File: src/core/phybmc_pkg.sv
/*
 * constants of the basic mode control register block.
 * assumes a 200 MHz management clock.
 */
package phybmc_pkg;

  // register index and width
  localparam logic [4:0] BMC_ADDR = 5'h00;
  localparam int BMC_W = 16;
  localparam logic [15:0] BMC_RESET = 16'h0000;

  // field positions
  localparam int BIT_SW_RST = 15;
  localparam int BIT_LOOPBACK = 14;
  localparam int BIT_SPEED = 13;
  localparam int BIT_AN_EN = 12;
  localparam int BIT_PWR_DOWN = 11;
  localparam int BIT_ISOLATE = 10;
  localparam int BIT_RESTART = 9;
  localparam int BIT_DUPLEX = 8;
  localparam int BIT_COLTEST = 7;
  localparam logic [6:0] RSVD_READ = 7'h00;

  // clock and timing
  localparam int CLK_PERIOD_PS = 5000;
  localparam int BIT_TIME_PS = 10000;
  localparam int SW_RST_TIME_NS = 1000;
  localparam int SW_RST_CYC = (SW_RST_TIME_NS * 1000 + CLK_PERIOD_PS - 1) / CLK_PERIOD_PS;
  localparam int COL_RISE_BITS = 512;
  localparam int COL_FALL_BITS = 4;
  localparam int COL_RISE_MAX_CYC = COL_RISE_BITS * BIT_TIME_PS / CLK_PERIOD_PS;
  localparam int COL_FALL_MAX_CYC = COL_FALL_BITS * BIT_TIME_PS / CLK_PERIOD_PS;
  localparam int RST_CNT_W = 8;
  localparam logic [7:0] RST_CNT_LOAD = 8'(SW_RST_CYC);
  localparam logic [7:0] RST_CNT_LAST = 8'h01;
  localparam logic [7:0] RST_CNT_ZERO = 8'h00;

  // soft reset sequencer states
  typedef enum logic [1:0] {
    PHYBMC_IDLE,
    PHYBMC_BUSY,
    PHYBMC_RELOAD
  } phybmc_rst_st_t;

endpackage

File: src/core/phybmc_col_if.sv
/*
 * link between the control register and the collision test logic.
 * assumes both ends run on the management clock.
 */
interface phybmc_col_if;
  logic coltest_en;
  logic col;

  modport ctrl (output coltest_en, input col);
  modport coltest (input coltest_en, output col);
endinterface

File: src/core/phybmc_ctrl.sv
/*
 * basic mode control register of the phy, with soft reset sequencing,
 * power down, isolate, restart negotiation, forced mode and collision test.
 * assumes the management engine gives single-cycle read and write strobes
 * on this clock, and the negotiation engine acknowledges a restart.
 */
// Function
// - a set power-down bit shuts down the phy except for this register block.
// - power down is the or of the bit and the active-low pin, and the pin low sets the bit.
// - the isolate bit cuts the port from the mii while management keeps working.
// - writing one to the restart bit restarts negotiation, ignored when negotiation is disabled.
// - the restart bit reads one until negotiation has started, then clears itself.
// - writing zero to a set restart bit does not disturb a running negotiation.
// - with negotiation off the duplex bit picks full or half duplex, reset from a strap.
// - in collision test col rises within 512 bit times of transmit enable.
// - in collision test col falls within 4 bit times of transmit enable dropping.
// - bits six to zero ignore writes and read as zero.
// - with negotiation on, the speed and duplex bits are ignored.
// - with negotiation off the speed bit picks 100 or 10 mb/s.
// - the soft reset bit reloads the straps, reads one while busy and then clears.
module phybmc_ctrl
  import phybmc_pkg::*;
(
  input wire logic clk_sys_i,
  input wire logic sys_rst_i,
  input wire logic reg_wr_i,
  input wire logic reg_rd_i,
  input wire logic [4:0] reg_addr_i,
  input wire logic [15:0] reg_wdata_i,
  output logic [15:0] reg_rdata_o,
  output logic reg_rvalid_o,
  input wire logic power_down_irq_pin_n_i,
  input wire logic strap_an_en_i,
  input wire logic strap_speed_i,
  input wire logic strap_duplex_i,
  input wire logic an_started_i,
  input wire logic an_speed_100_i,
  input wire logic an_full_duplex_i,
  input wire logic tx_en_i,
  output logic col_o,
  output logic power_down_o,
  output logic phy_enable_o,
  output logic isolate_o,
  output logic loopback_o,
  output logic an_enable_o,
  output logic an_restart_o,
  output logic mode_speed_100_o,
  output logic mode_full_duplex_o,
  output logic sw_reset_busy_o
);

  logic pd_meta;
  logic pd_sync_n;
  logic pd_pin_low;
  logic [2:0] strap_meta;
  logic [2:0] strap_sync;
  logic sw_rst;
  logic loopback;
  logic speed;
  logic an_en;
  logic pd;
  logic isolate;
  logic restart;
  logic duplex;
  logic coltest;
  logic strap_load;
  logic rst_done;
  logic wr;
  logic [15:0] next_rdata;
  logic [RST_CNT_W-1:0] rst_cnt;
  phybmc_rst_st_t rst_st;
  phybmc_col_if col_if ();

  // pin synchronisers; the first stage feeds only the second
  always_ff @(posedge clk_sys_i) begin
    pd_meta <= power_down_irq_pin_n_i;
    pd_sync_n <= pd_meta;
    strap_meta <= {strap_an_en_i, strap_speed_i, strap_duplex_i};
    strap_sync <= strap_meta;
  end

  // pin is active low; invert only after both stages
  assign pd_pin_low = !pd_sync_n;

  // writes land only on this register and not during soft reset
  assign wr = reg_wr_i && (reg_addr_i == BMC_ADDR) && !sw_rst;

  // soft reset sequencer
  always_ff @(posedge clk_sys_i) begin
    if (sys_rst_i) begin
      rst_st <= PHYBMC_IDLE;
      rst_cnt <= RST_CNT_ZERO;
    end else begin
      unique case (rst_st)
        PHYBMC_IDLE: begin
          if (wr && reg_wdata_i[BIT_SW_RST]) begin
            rst_st <= PHYBMC_BUSY;
            rst_cnt <= RST_CNT_LOAD;
          end
        end
        PHYBMC_BUSY: begin
          rst_cnt <= rst_cnt - RST_CNT_LAST;
          if (rst_cnt == RST_CNT_LAST) begin
            rst_st <= PHYBMC_RELOAD;
          end
        end
        PHYBMC_RELOAD: begin
          rst_st <= PHYBMC_IDLE;
        end
        default: begin
          rst_st <= PHYBMC_IDLE; // unused code falls back to idle
        end
      endcase
    end
  end

  assign rst_done = (rst_st == PHYBMC_RELOAD);

  // soft reset bit reads one until the reload is finished
  always_ff @(posedge clk_sys_i) begin
    if (sys_rst_i) begin
      sw_rst <= BMC_RESET[BIT_SW_RST];
    end else if (wr && reg_wdata_i[BIT_SW_RST]) begin
      sw_rst <= 1'b1;
    end else if (rst_done) begin
      sw_rst <= 1'b0;
    end
  end

  // straps are caught after reset release and after soft reset
  always_ff @(posedge clk_sys_i) begin
    if (sys_rst_i) begin
      strap_load <= 1'b1;
    end else begin
      strap_load <= rst_done;
    end
  end

  // strap-backed fields: negotiation enable, speed, duplex
  always_ff @(posedge clk_sys_i) begin
    if (sys_rst_i) begin
      an_en <= BMC_RESET[BIT_AN_EN];
      speed <= BMC_RESET[BIT_SPEED];
      duplex <= BMC_RESET[BIT_DUPLEX];
    end else if (strap_load) begin
      {an_en, speed, duplex} <= strap_sync;
    end else if (wr) begin
      an_en <= reg_wdata_i[BIT_AN_EN];
      speed <= reg_wdata_i[BIT_SPEED];
      duplex <= reg_wdata_i[BIT_DUPLEX];
    end
  end

  // plain read-write fields
  always_ff @(posedge clk_sys_i) begin
    if (sys_rst_i || rst_done) begin
      loopback <= BMC_RESET[BIT_LOOPBACK];
      isolate <= BMC_RESET[BIT_ISOLATE];
      coltest <= BMC_RESET[BIT_COLTEST];
    end else if (wr) begin
      loopback <= reg_wdata_i[BIT_LOOPBACK];
      isolate <= reg_wdata_i[BIT_ISOLATE];
      coltest <= reg_wdata_i[BIT_COLTEST];
    end
  end

  // power-down bit; the pin held low sets it and wins over a clear
  always_ff @(posedge clk_sys_i) begin
    if (sys_rst_i) begin
      pd <= BMC_RESET[BIT_PWR_DOWN];
    end else if (pd_pin_low) begin
      pd <= 1'b1;
    end else if (rst_done) begin
      pd <= BMC_RESET[BIT_PWR_DOWN];
    end else if (wr) begin
      pd <= reg_wdata_i[BIT_PWR_DOWN];
    end
  end

  // restart bit: set by a one with negotiation on, cleared by the engine or a soft reset
  always_ff @(posedge clk_sys_i) begin
    if (sys_rst_i || rst_done) begin
      restart <= BMC_RESET[BIT_RESTART];
    end else if (wr && reg_wdata_i[BIT_RESTART] && reg_wdata_i[BIT_AN_EN]) begin
      restart <= 1'b1;
    end else if (an_started_i) begin
      restart <= 1'b0;
    end
  end

  // restart request pulse to the negotiation engine
  always_ff @(posedge clk_sys_i) begin
    if (sys_rst_i) begin
      an_restart_o <= 1'b0;
    end else begin
      an_restart_o <= wr && reg_wdata_i[BIT_RESTART] && reg_wdata_i[BIT_AN_EN];
    end
  end

  // operating mode and power outputs
  always_ff @(posedge clk_sys_i) begin
    if (sys_rst_i) begin
      power_down_o <= 1'b0;
      phy_enable_o <= 1'b0;
      isolate_o <= 1'b0;
      loopback_o <= 1'b0;
      an_enable_o <= 1'b0;
      mode_speed_100_o <= 1'b0;
      mode_full_duplex_o <= 1'b0;
      sw_reset_busy_o <= 1'b0;
    end else begin
      power_down_o <= pd | pd_pin_low;
      phy_enable_o <= !(pd | pd_pin_low);
      isolate_o <= isolate;
      loopback_o <= loopback;
      an_enable_o <= an_en;
      mode_speed_100_o <= an_en ? an_speed_100_i : speed;
      mode_full_duplex_o <= an_en ? an_full_duplex_i : duplex;
      sw_reset_busy_o <= sw_rst;
    end
  end

  // read image; reserved bits are constant zero
  always_comb begin
    next_rdata = BMC_RESET;
    if (reg_addr_i == BMC_ADDR) begin
      next_rdata = {sw_rst, loopback, speed, an_en, pd, isolate, restart, duplex, coltest,
        RSVD_READ};
    end
  end

  // read port, answer one edge after the strobe; register block never gated
  always_ff @(posedge clk_sys_i) begin
    if (sys_rst_i) begin
      reg_rdata_o <= BMC_RESET;
      reg_rvalid_o <= 1'b0;
    end else begin
      reg_rvalid_o <= reg_rd_i;
      if (reg_rd_i) begin
        reg_rdata_o <= next_rdata;
      end
    end
  end

  // collision test logic
  assign col_if.coltest_en = coltest;
  assign col_o = col_if.col;

  phybmc_coltest u_coltest (
    .clk_sys_i(clk_sys_i),
    .sys_rst_i(sys_rst_i),
    .tx_en_i(tx_en_i),
    .col_if(col_if)
  );

  localparam int SWR_MAX = 210;
endmodule // phybmc_ctrl

File: src/core/phybmc_coltest.sv
/*
 * collision test: col follows the transmit enable pin while enabled.
 * assumes tx_en comes from another clock domain and is synchronised here.
 */
module phybmc_coltest
  import phybmc_pkg::*;
(
  input wire logic clk_sys_i,
  input wire logic sys_rst_i,
  input wire logic tx_en_i,
  phybmc_col_if.coltest col_if
);

  logic tx_en_meta;
  logic tx_en_sync;

  // two-stage synchroniser for the transmit enable pin
  always_ff @(posedge clk_sys_i) begin
    tx_en_meta <= tx_en_i;
    tx_en_sync <= tx_en_meta;
  end

  // col is the gated transmit enable, three edges behind the pin
  always_ff @(posedge clk_sys_i) begin
    if (sys_rst_i) begin
      col_if.col <= 1'b0;
    end else begin
      col_if.col <= col_if.coltest_en & tx_en_sync;
    end
  end

  localparam int RISE_MAX = 4;
  localparam int FALL_MAX = 4;
endmodule // phybmc_coltest

File: config.mk
export PLATFORM = sky130hd
export DESIGN_NAME = phybmc_ctrl
export DESIGN_NICKNAME = d
export VERILOG_FILES = /design/src/core/phybmc_pkg.sv /design/src/core/phybmc_col_if.sv /design/src/core/phybmc_ctrl.sv /design/src/core/phybmc_coltest.sv
export SDC_FILE = /design/constraint.sdc
export NUM_CORES = 1
export LEC_CHECK = 0
export BUFFER_PORTS_ARGS = -buffer_cell sky130_fd_sc_hd__buf_2
export CORE_UTILIZATION = 30
export DETAILED_ROUTE_END_ITERATION = 12
export PLACE_DENSITY = 0.52
export SYNTH_ARGS = -nofsm -noshare
export SYNTH_HDL_FRONTEND = slang
export SYNTH_SLANG_ARGS = --single-unit
File: constraint.sdc
create_clock -name clk_sys_i -period 1.6 [get_ports clk_sys_i]
set_input_delay 0.08 -clock clk_sys_i [delete_from_list [all_inputs] [get_ports clk_sys_i]]
set_output_delay 0.08 -clock clk_sys_i [all_outputs]
set_load 0.005 [all_outputs]
# [Word-level counts from Yosys, hierarchy flattened]
# Cells that the tools add are included.
[word_totals] register_bits=57 out_inout_bits=27 elab_cells=77
[op_classes] n_addsub=1 eq_ne=6 mux=21 bitwise_logic=2 n_reduce_logical=17
[ops] cell="two-way mux 16 bit" count=1
[ops] cell="case mux 8 bit (2 select lines)" count=1
[ops] cell="two-way mux 1 bit" count=15
[ops] cell="equality test 8 x 1 -> 1 bit (second input constant)" count=1
[ops] cell="two-way mux 8 bit" count=1
[ops] cell="nonzero test 2 bit" count=4
[ops] cell="subtractor 8 x 1 -> 8 bit (second input constant)" count=1
[ops] cell="logical AND 1 bit" count=5
[ops] cell="logical NOT 5 bit" count=1
[ops] cell="two-way mux 2 bit" count=2
[ops] cell="inequality test 2 bit (second input constant)" count=2
[ops] cell="case mux 2 bit (2 select lines)" count=1
[ops] cell="AND reduction 2 bit" count=2
[ops] cell="logical NOT 1 bit" count=3
[ops] cell="inequality test 3 x 1 -> 1 bit (second input constant)" count=1
[ops] cell="equality test 2 x 1 -> 1 bit (second input constant)" count=1
[ops] cell="equality test 2 bit (second input constant)" count=1
[ops] cell="logical NOT 2 bit" count=1
[ops] cell="bitwise AND 1 bit" count=1
[ops] cell="logical OR 1 bit" count=1
[ops] cell="OR 1 bit" count=1

# [Longest topological paths before layout]
[logic_depth] ltp_word=6 depth_mapped=6 depth_no_buf=6

# [Modules after synthesis]
# A second synthesis with hierarchy kept.
[hier_totals] cells_unflattened=182 area_unflattened_um2=1833.0
[by_module_without_submodules] module="phybmc_ctrl" instances=1 cells_per_inst=178 area_per_inst_um2=1764.2
[by_module_without_submodules] module="phybmc_coltest" instances=1 cells_per_inst=4 area_per_inst_um2=68.8

# [Least setup slack after synthesis]
# No wires, ideal clock.
[synth_path] path_kind="register -> register" start="reg rst_cnt[0]" end="reg rst_cnt[4]" t_arrival_ns=1.341 path_slack_ns=0.188 stages_incl_launch_ff=6 n_path_buf=0 synth_period_minus_slack_ns=1.412 path_cell_list="dfxtp_1 inv_1 ha_1 nand3b_1 or4_2 a21oi_1"
[synth_between] elab_chain_cells=2
[synth_lines] element="start: declaration" line="phybmc_ctrl.sv:70" text="logic [RST_CNT_W-1:0] rst_cnt;"
[synth_lines] element="start signal: assignment" line="phybmc_ctrl.sv:102" text="rst_cnt <= rst_cnt - RST_CNT_LAST;"
[synth_lines] element="subtractor 8 x 1 -> 8 bit" line="phybmc_ctrl.sv:102"
[synth_lines] element="case mux 8 bit (2 select lines)" line="phybmc_ctrl.sv:94" text="unique case (rst_st)"
# Every way passes these cells.
# A chain may end at the register's enable or synchronous reset.

# [Worst setup path after layout]
[layout_path] start="reg sw_rst" end="reg speed"
[layout_between] elab_chain_cells=3
[layout_lines] element="start: declaration" line="phybmc_ctrl.sv:57" text="logic sw_rst;"
[layout_lines] element="start signal: assignment" line="phybmc_ctrl.sv:122" text="sw_rst <= BMC_RESET[BIT_SW_RST];"
[layout_lines] element="logical NOT 1 bit" line="phybmc_ctrl.sv:86" text="assign wr = reg_wr_i && (reg_addr_i == BMC_ADDR) && !sw_rst;"
[layout_lines] element="logical AND 1 bit" line="phybmc_ctrl.sv:86"
[layout_lines] element="nonzero test 2 bit (no source line)"
[layout_lines] element="end signal: assignment" line="phybmc_ctrl.sv:143" text="speed <= BMC_RESET[BIT_SPEED];"
[layout_lines] element="end signal: assignment" line="phybmc_ctrl.sv:146" text="{an_en, speed, duplex} <= strap_sync;"
[layout_lines] element="end signal: assignment" line="phybmc_ctrl.sv:149" text="speed <= reg_wdata_i[BIT_SPEED];"
[layout_lines] element="end: declaration" line="phybmc_ctrl.sv:59" text="logic speed;"
# Every way passes these cells.

==> metrics.csv <==
metric,value,unit
clockRootBuffer,clkbuf_8,
setup_tns,0,ns
grt_max_degree,20,
synthCells,188,
p_sw,506,uW
yosysSeqAreaShare,53.5,%
track_usage,12.4,%
timing.final.crit_period,1.45,ns
cellPowerDensity,946,mW/mm^2
wl,3730,um
postPlaceCellArea,0.00218,mm^2
pin_count,60,
antenna_found_initial,0,
path_max_fanout,5,
crit_type,flop to flop,
finalCritPeriodShare,90.6,%
final_cell_area,0.00234,mm^2
vias,1431,
fmax,0.690,GHz
finClkSkew,0.00778,ns
die_height,81.0,um
synth-async-reset-ratio,0,%
end_kind,flop,
syn_to_final_growth,24.9,%
hold_viol,0,
wire_per_inst,11.6,um
route.detailed.drc,0,
ant_nets,0,
netlist_area,0.00187,mm^2
diodes,0,
insertion_delay,0.30,ns
numPortBuffers,45,
rows,28,
h-tree-depth,2,
switching_share,22.9,%
whs,0.0186,ns
avgViaCountPerCell,4.46,
die_x,81.0,um
grt_pass1_vias,1313,
gp_congestion,0.754,
nets,280,
ir_drop,0.000615,V
start_util,31.4,%
yosys_most_used_dff,dfxtp_1,
die_area,0.00656,mm^2
clkTransAtPathRegs,0.09,ns
power.internal,1.70,mW
setup_viol,0,
synth_seq_cells,50,
drive_gt1_share,29.3,%
critPathArrivalTime,1.65,ns
detail_route.iter0.violations,95,
grt.overflow.total,0,
status,completed,
power_frac_clock,34.4,%
yosysWarnings,0,
ys_types,38,
clockBufferDepth,2,
cts_tree,done,
startpoint_type,flop,
syn_area_per_cell,9.96,um^2
grt_pass1_wl,6180,um
crit_required,1.80,ns
core,0.00596,mm^2
rsz0062_at_grt,false,
pwr-share-seq,58.9,%
synth-edff-count,0,
utilization,39.2,%
clock_sinks,50,
drv_slew,0,
combPwrFrac,6.7,%
hp-class,input pin to flop,
dr.pass1.iters,4,
post-dp-hpwl,2660,um
nFillCells,630,
cts_buffers,5,
p_leak,0.960,nW
cap_violations,0,
## registers in the layout, summed over array words and instances, names as in the netlist, 2 cells and up
register / count
reg_rdata_o: 9
rst_cnt: 8
strap_meta: 3
strap_sync: 3
rst_st: 2
## per-stage QoR
stage / setup slack (ns) / power [mW] / std cells
floorplan: 0.188 / 1.42 / 194
global placement: 0.167 / 1.47 / 307
detailed placement: 0.149 / 1.47 / 307
CTS: 0.132 / 2.23 / 320
global route: 0.0102 / 2.31 / 321
finish: 0.151 / 2.21 / 321
## layout make-up
| type | count | area (um^2) | share of cell area (%) |
|---|---|---|---|
| multi-input cells | 122 | 776 | 33.2 |
| clock inverters | 2 | 12.5 | 0.535 |
| inverters | 7 | 26.3 | 1.12 |
| repair buffers | 59 | 345 | 14.8 |
| flip-flops and latches | 50 | 1000 | 42.8 |
| well taps | 75 | 93.8 | 4.01 |
| clock buffers | 6 | 82.6 | 3.53 |
## placed cells by master (no fill, tap or decap), drive strengths merged, types with 5 or more instances in the layout
cell type    Yosys  final
dfxtp           50     50
nand2           13     13
nand2b          12     12
inv              7      7
dlygate4sd3      0      6
nor3            11     11
conb             1      7
a21oi           18     18
nor2             9      9
nand3           12     12
nor2b            5      5
clkbuf           6      6
buf              9     53
## cell usage after synthesis (all sizes together) (2+ instances only)
| library cell | instances | share of area [%] |
|---|---|---|
| nand2b | 12 | 4.0 |
| a31oi | 2 | 0.67 |
| mux2i | 2 | 1.1 |
| or4 | 2 | 1.1 |
| nand2 | 13 | 2.6 |
| nand3b | 2 | 0.80 |
| a21oi | 18 | 4.8 |
| nand4b | 2 | 0.94 |
| buf | 9 | 3.7 |
| a211oi | 3 | 1.2 |
| nand3 | 12 | 3.2 |
| dfxtp | 50 | 53 |
| nor2b | 5 | 1.7 |
| nor3b | 3 | 1.5 |
| ha | 2 | 1.3 |
| nor2 | 9 | 2.2 |
| o21ai | 2 | 0.53 |
| o31ai | 2 | 0.80 |
| nor4b | 2 | 2.5 |
| a2111oi | 3 | 2.4 |
| inv | 7 | 1.4 |
| nor3 | 11 | 3.5 |
| clkbuf | 6 | 1.2 |
## layer usage
layer | vias up | routed length [um] | global-route usage (%)
met5 | - | 0 | 0
met4 | 0 | 47 | 5.36
met3 | 5 | 179 | 3.15
met2 | 40 | 1630 | 18.5
met1 | 629 | 1870 | 16.9
li1 | 757 | - | -
## power groups by stage
| stage | Clock (mW) | Sequential [mW] | Combinational (mW) |
|---|---|---|---|
| 4_1_cts | 0.780 | 1.30 | 0.150 |
| 6_report | 0.760 | 1.30 | 0.149 |
| 3_3_place_gp | 0 | 1.33 | 0.139 |
| 5_1_grt | 0.839 | 1.31 | 0.169 |
| 3_5_place_dp | 0 | 1.33 | 0.140 |
| 2_1_floorplan | 0 | 1.32 | 0.0916 |
## path summary, 6_finish.rpt
kind                        startpoint                   end  slack [ns]  cells past startpoint
setup / recovery                sw_rst                 speed        0.15                      4
setup reg to reg                sw_rst                 speed        0.15                      4
hold reg to reg   u_coltest.tx_en_meta  u_coltest.tx_en_sync        0.33                      0
hold / removal          an_speed_100_i      mode_speed_100_o        0.02                      3
## timing repair
| item | in CTS | in global routing |
|---|---|---|
| gates resized for setup | 0 | 0 |
| endpoints found under the hold margin | 5 | 1 |
| setup buffers | 0 | 0 |
| hold buffers | 5 | 1 |
| setup endpoints to repair | 0 | 0 |
## cells by family (layout without fill, tap and decap cells)
group                    Yosys count  in the layout  share of synthesized area (%)
multiplexers                       2              2                           1.07
AND/OR/NAND/NOR                   77             77                           25.5
flip-flops                        50             50                           53.5
buffers and inverters             22             74                           6.28
AO/OA/AOI/OAI                     34             34                           12.1
other                              1              7                          0.200
adder cells (fa/ha/maj)            2              2                           1.34
## worst max-delay path, cell delays in order (launching register included)
cell and delay [ns]:
dfxtp_1 0.34, nor4b_4 0.38, and2_1 0.28, nor3_1 0.08, a2111oi_2 0.28
No activity file was read; power rests on OpenSTA's default activity.
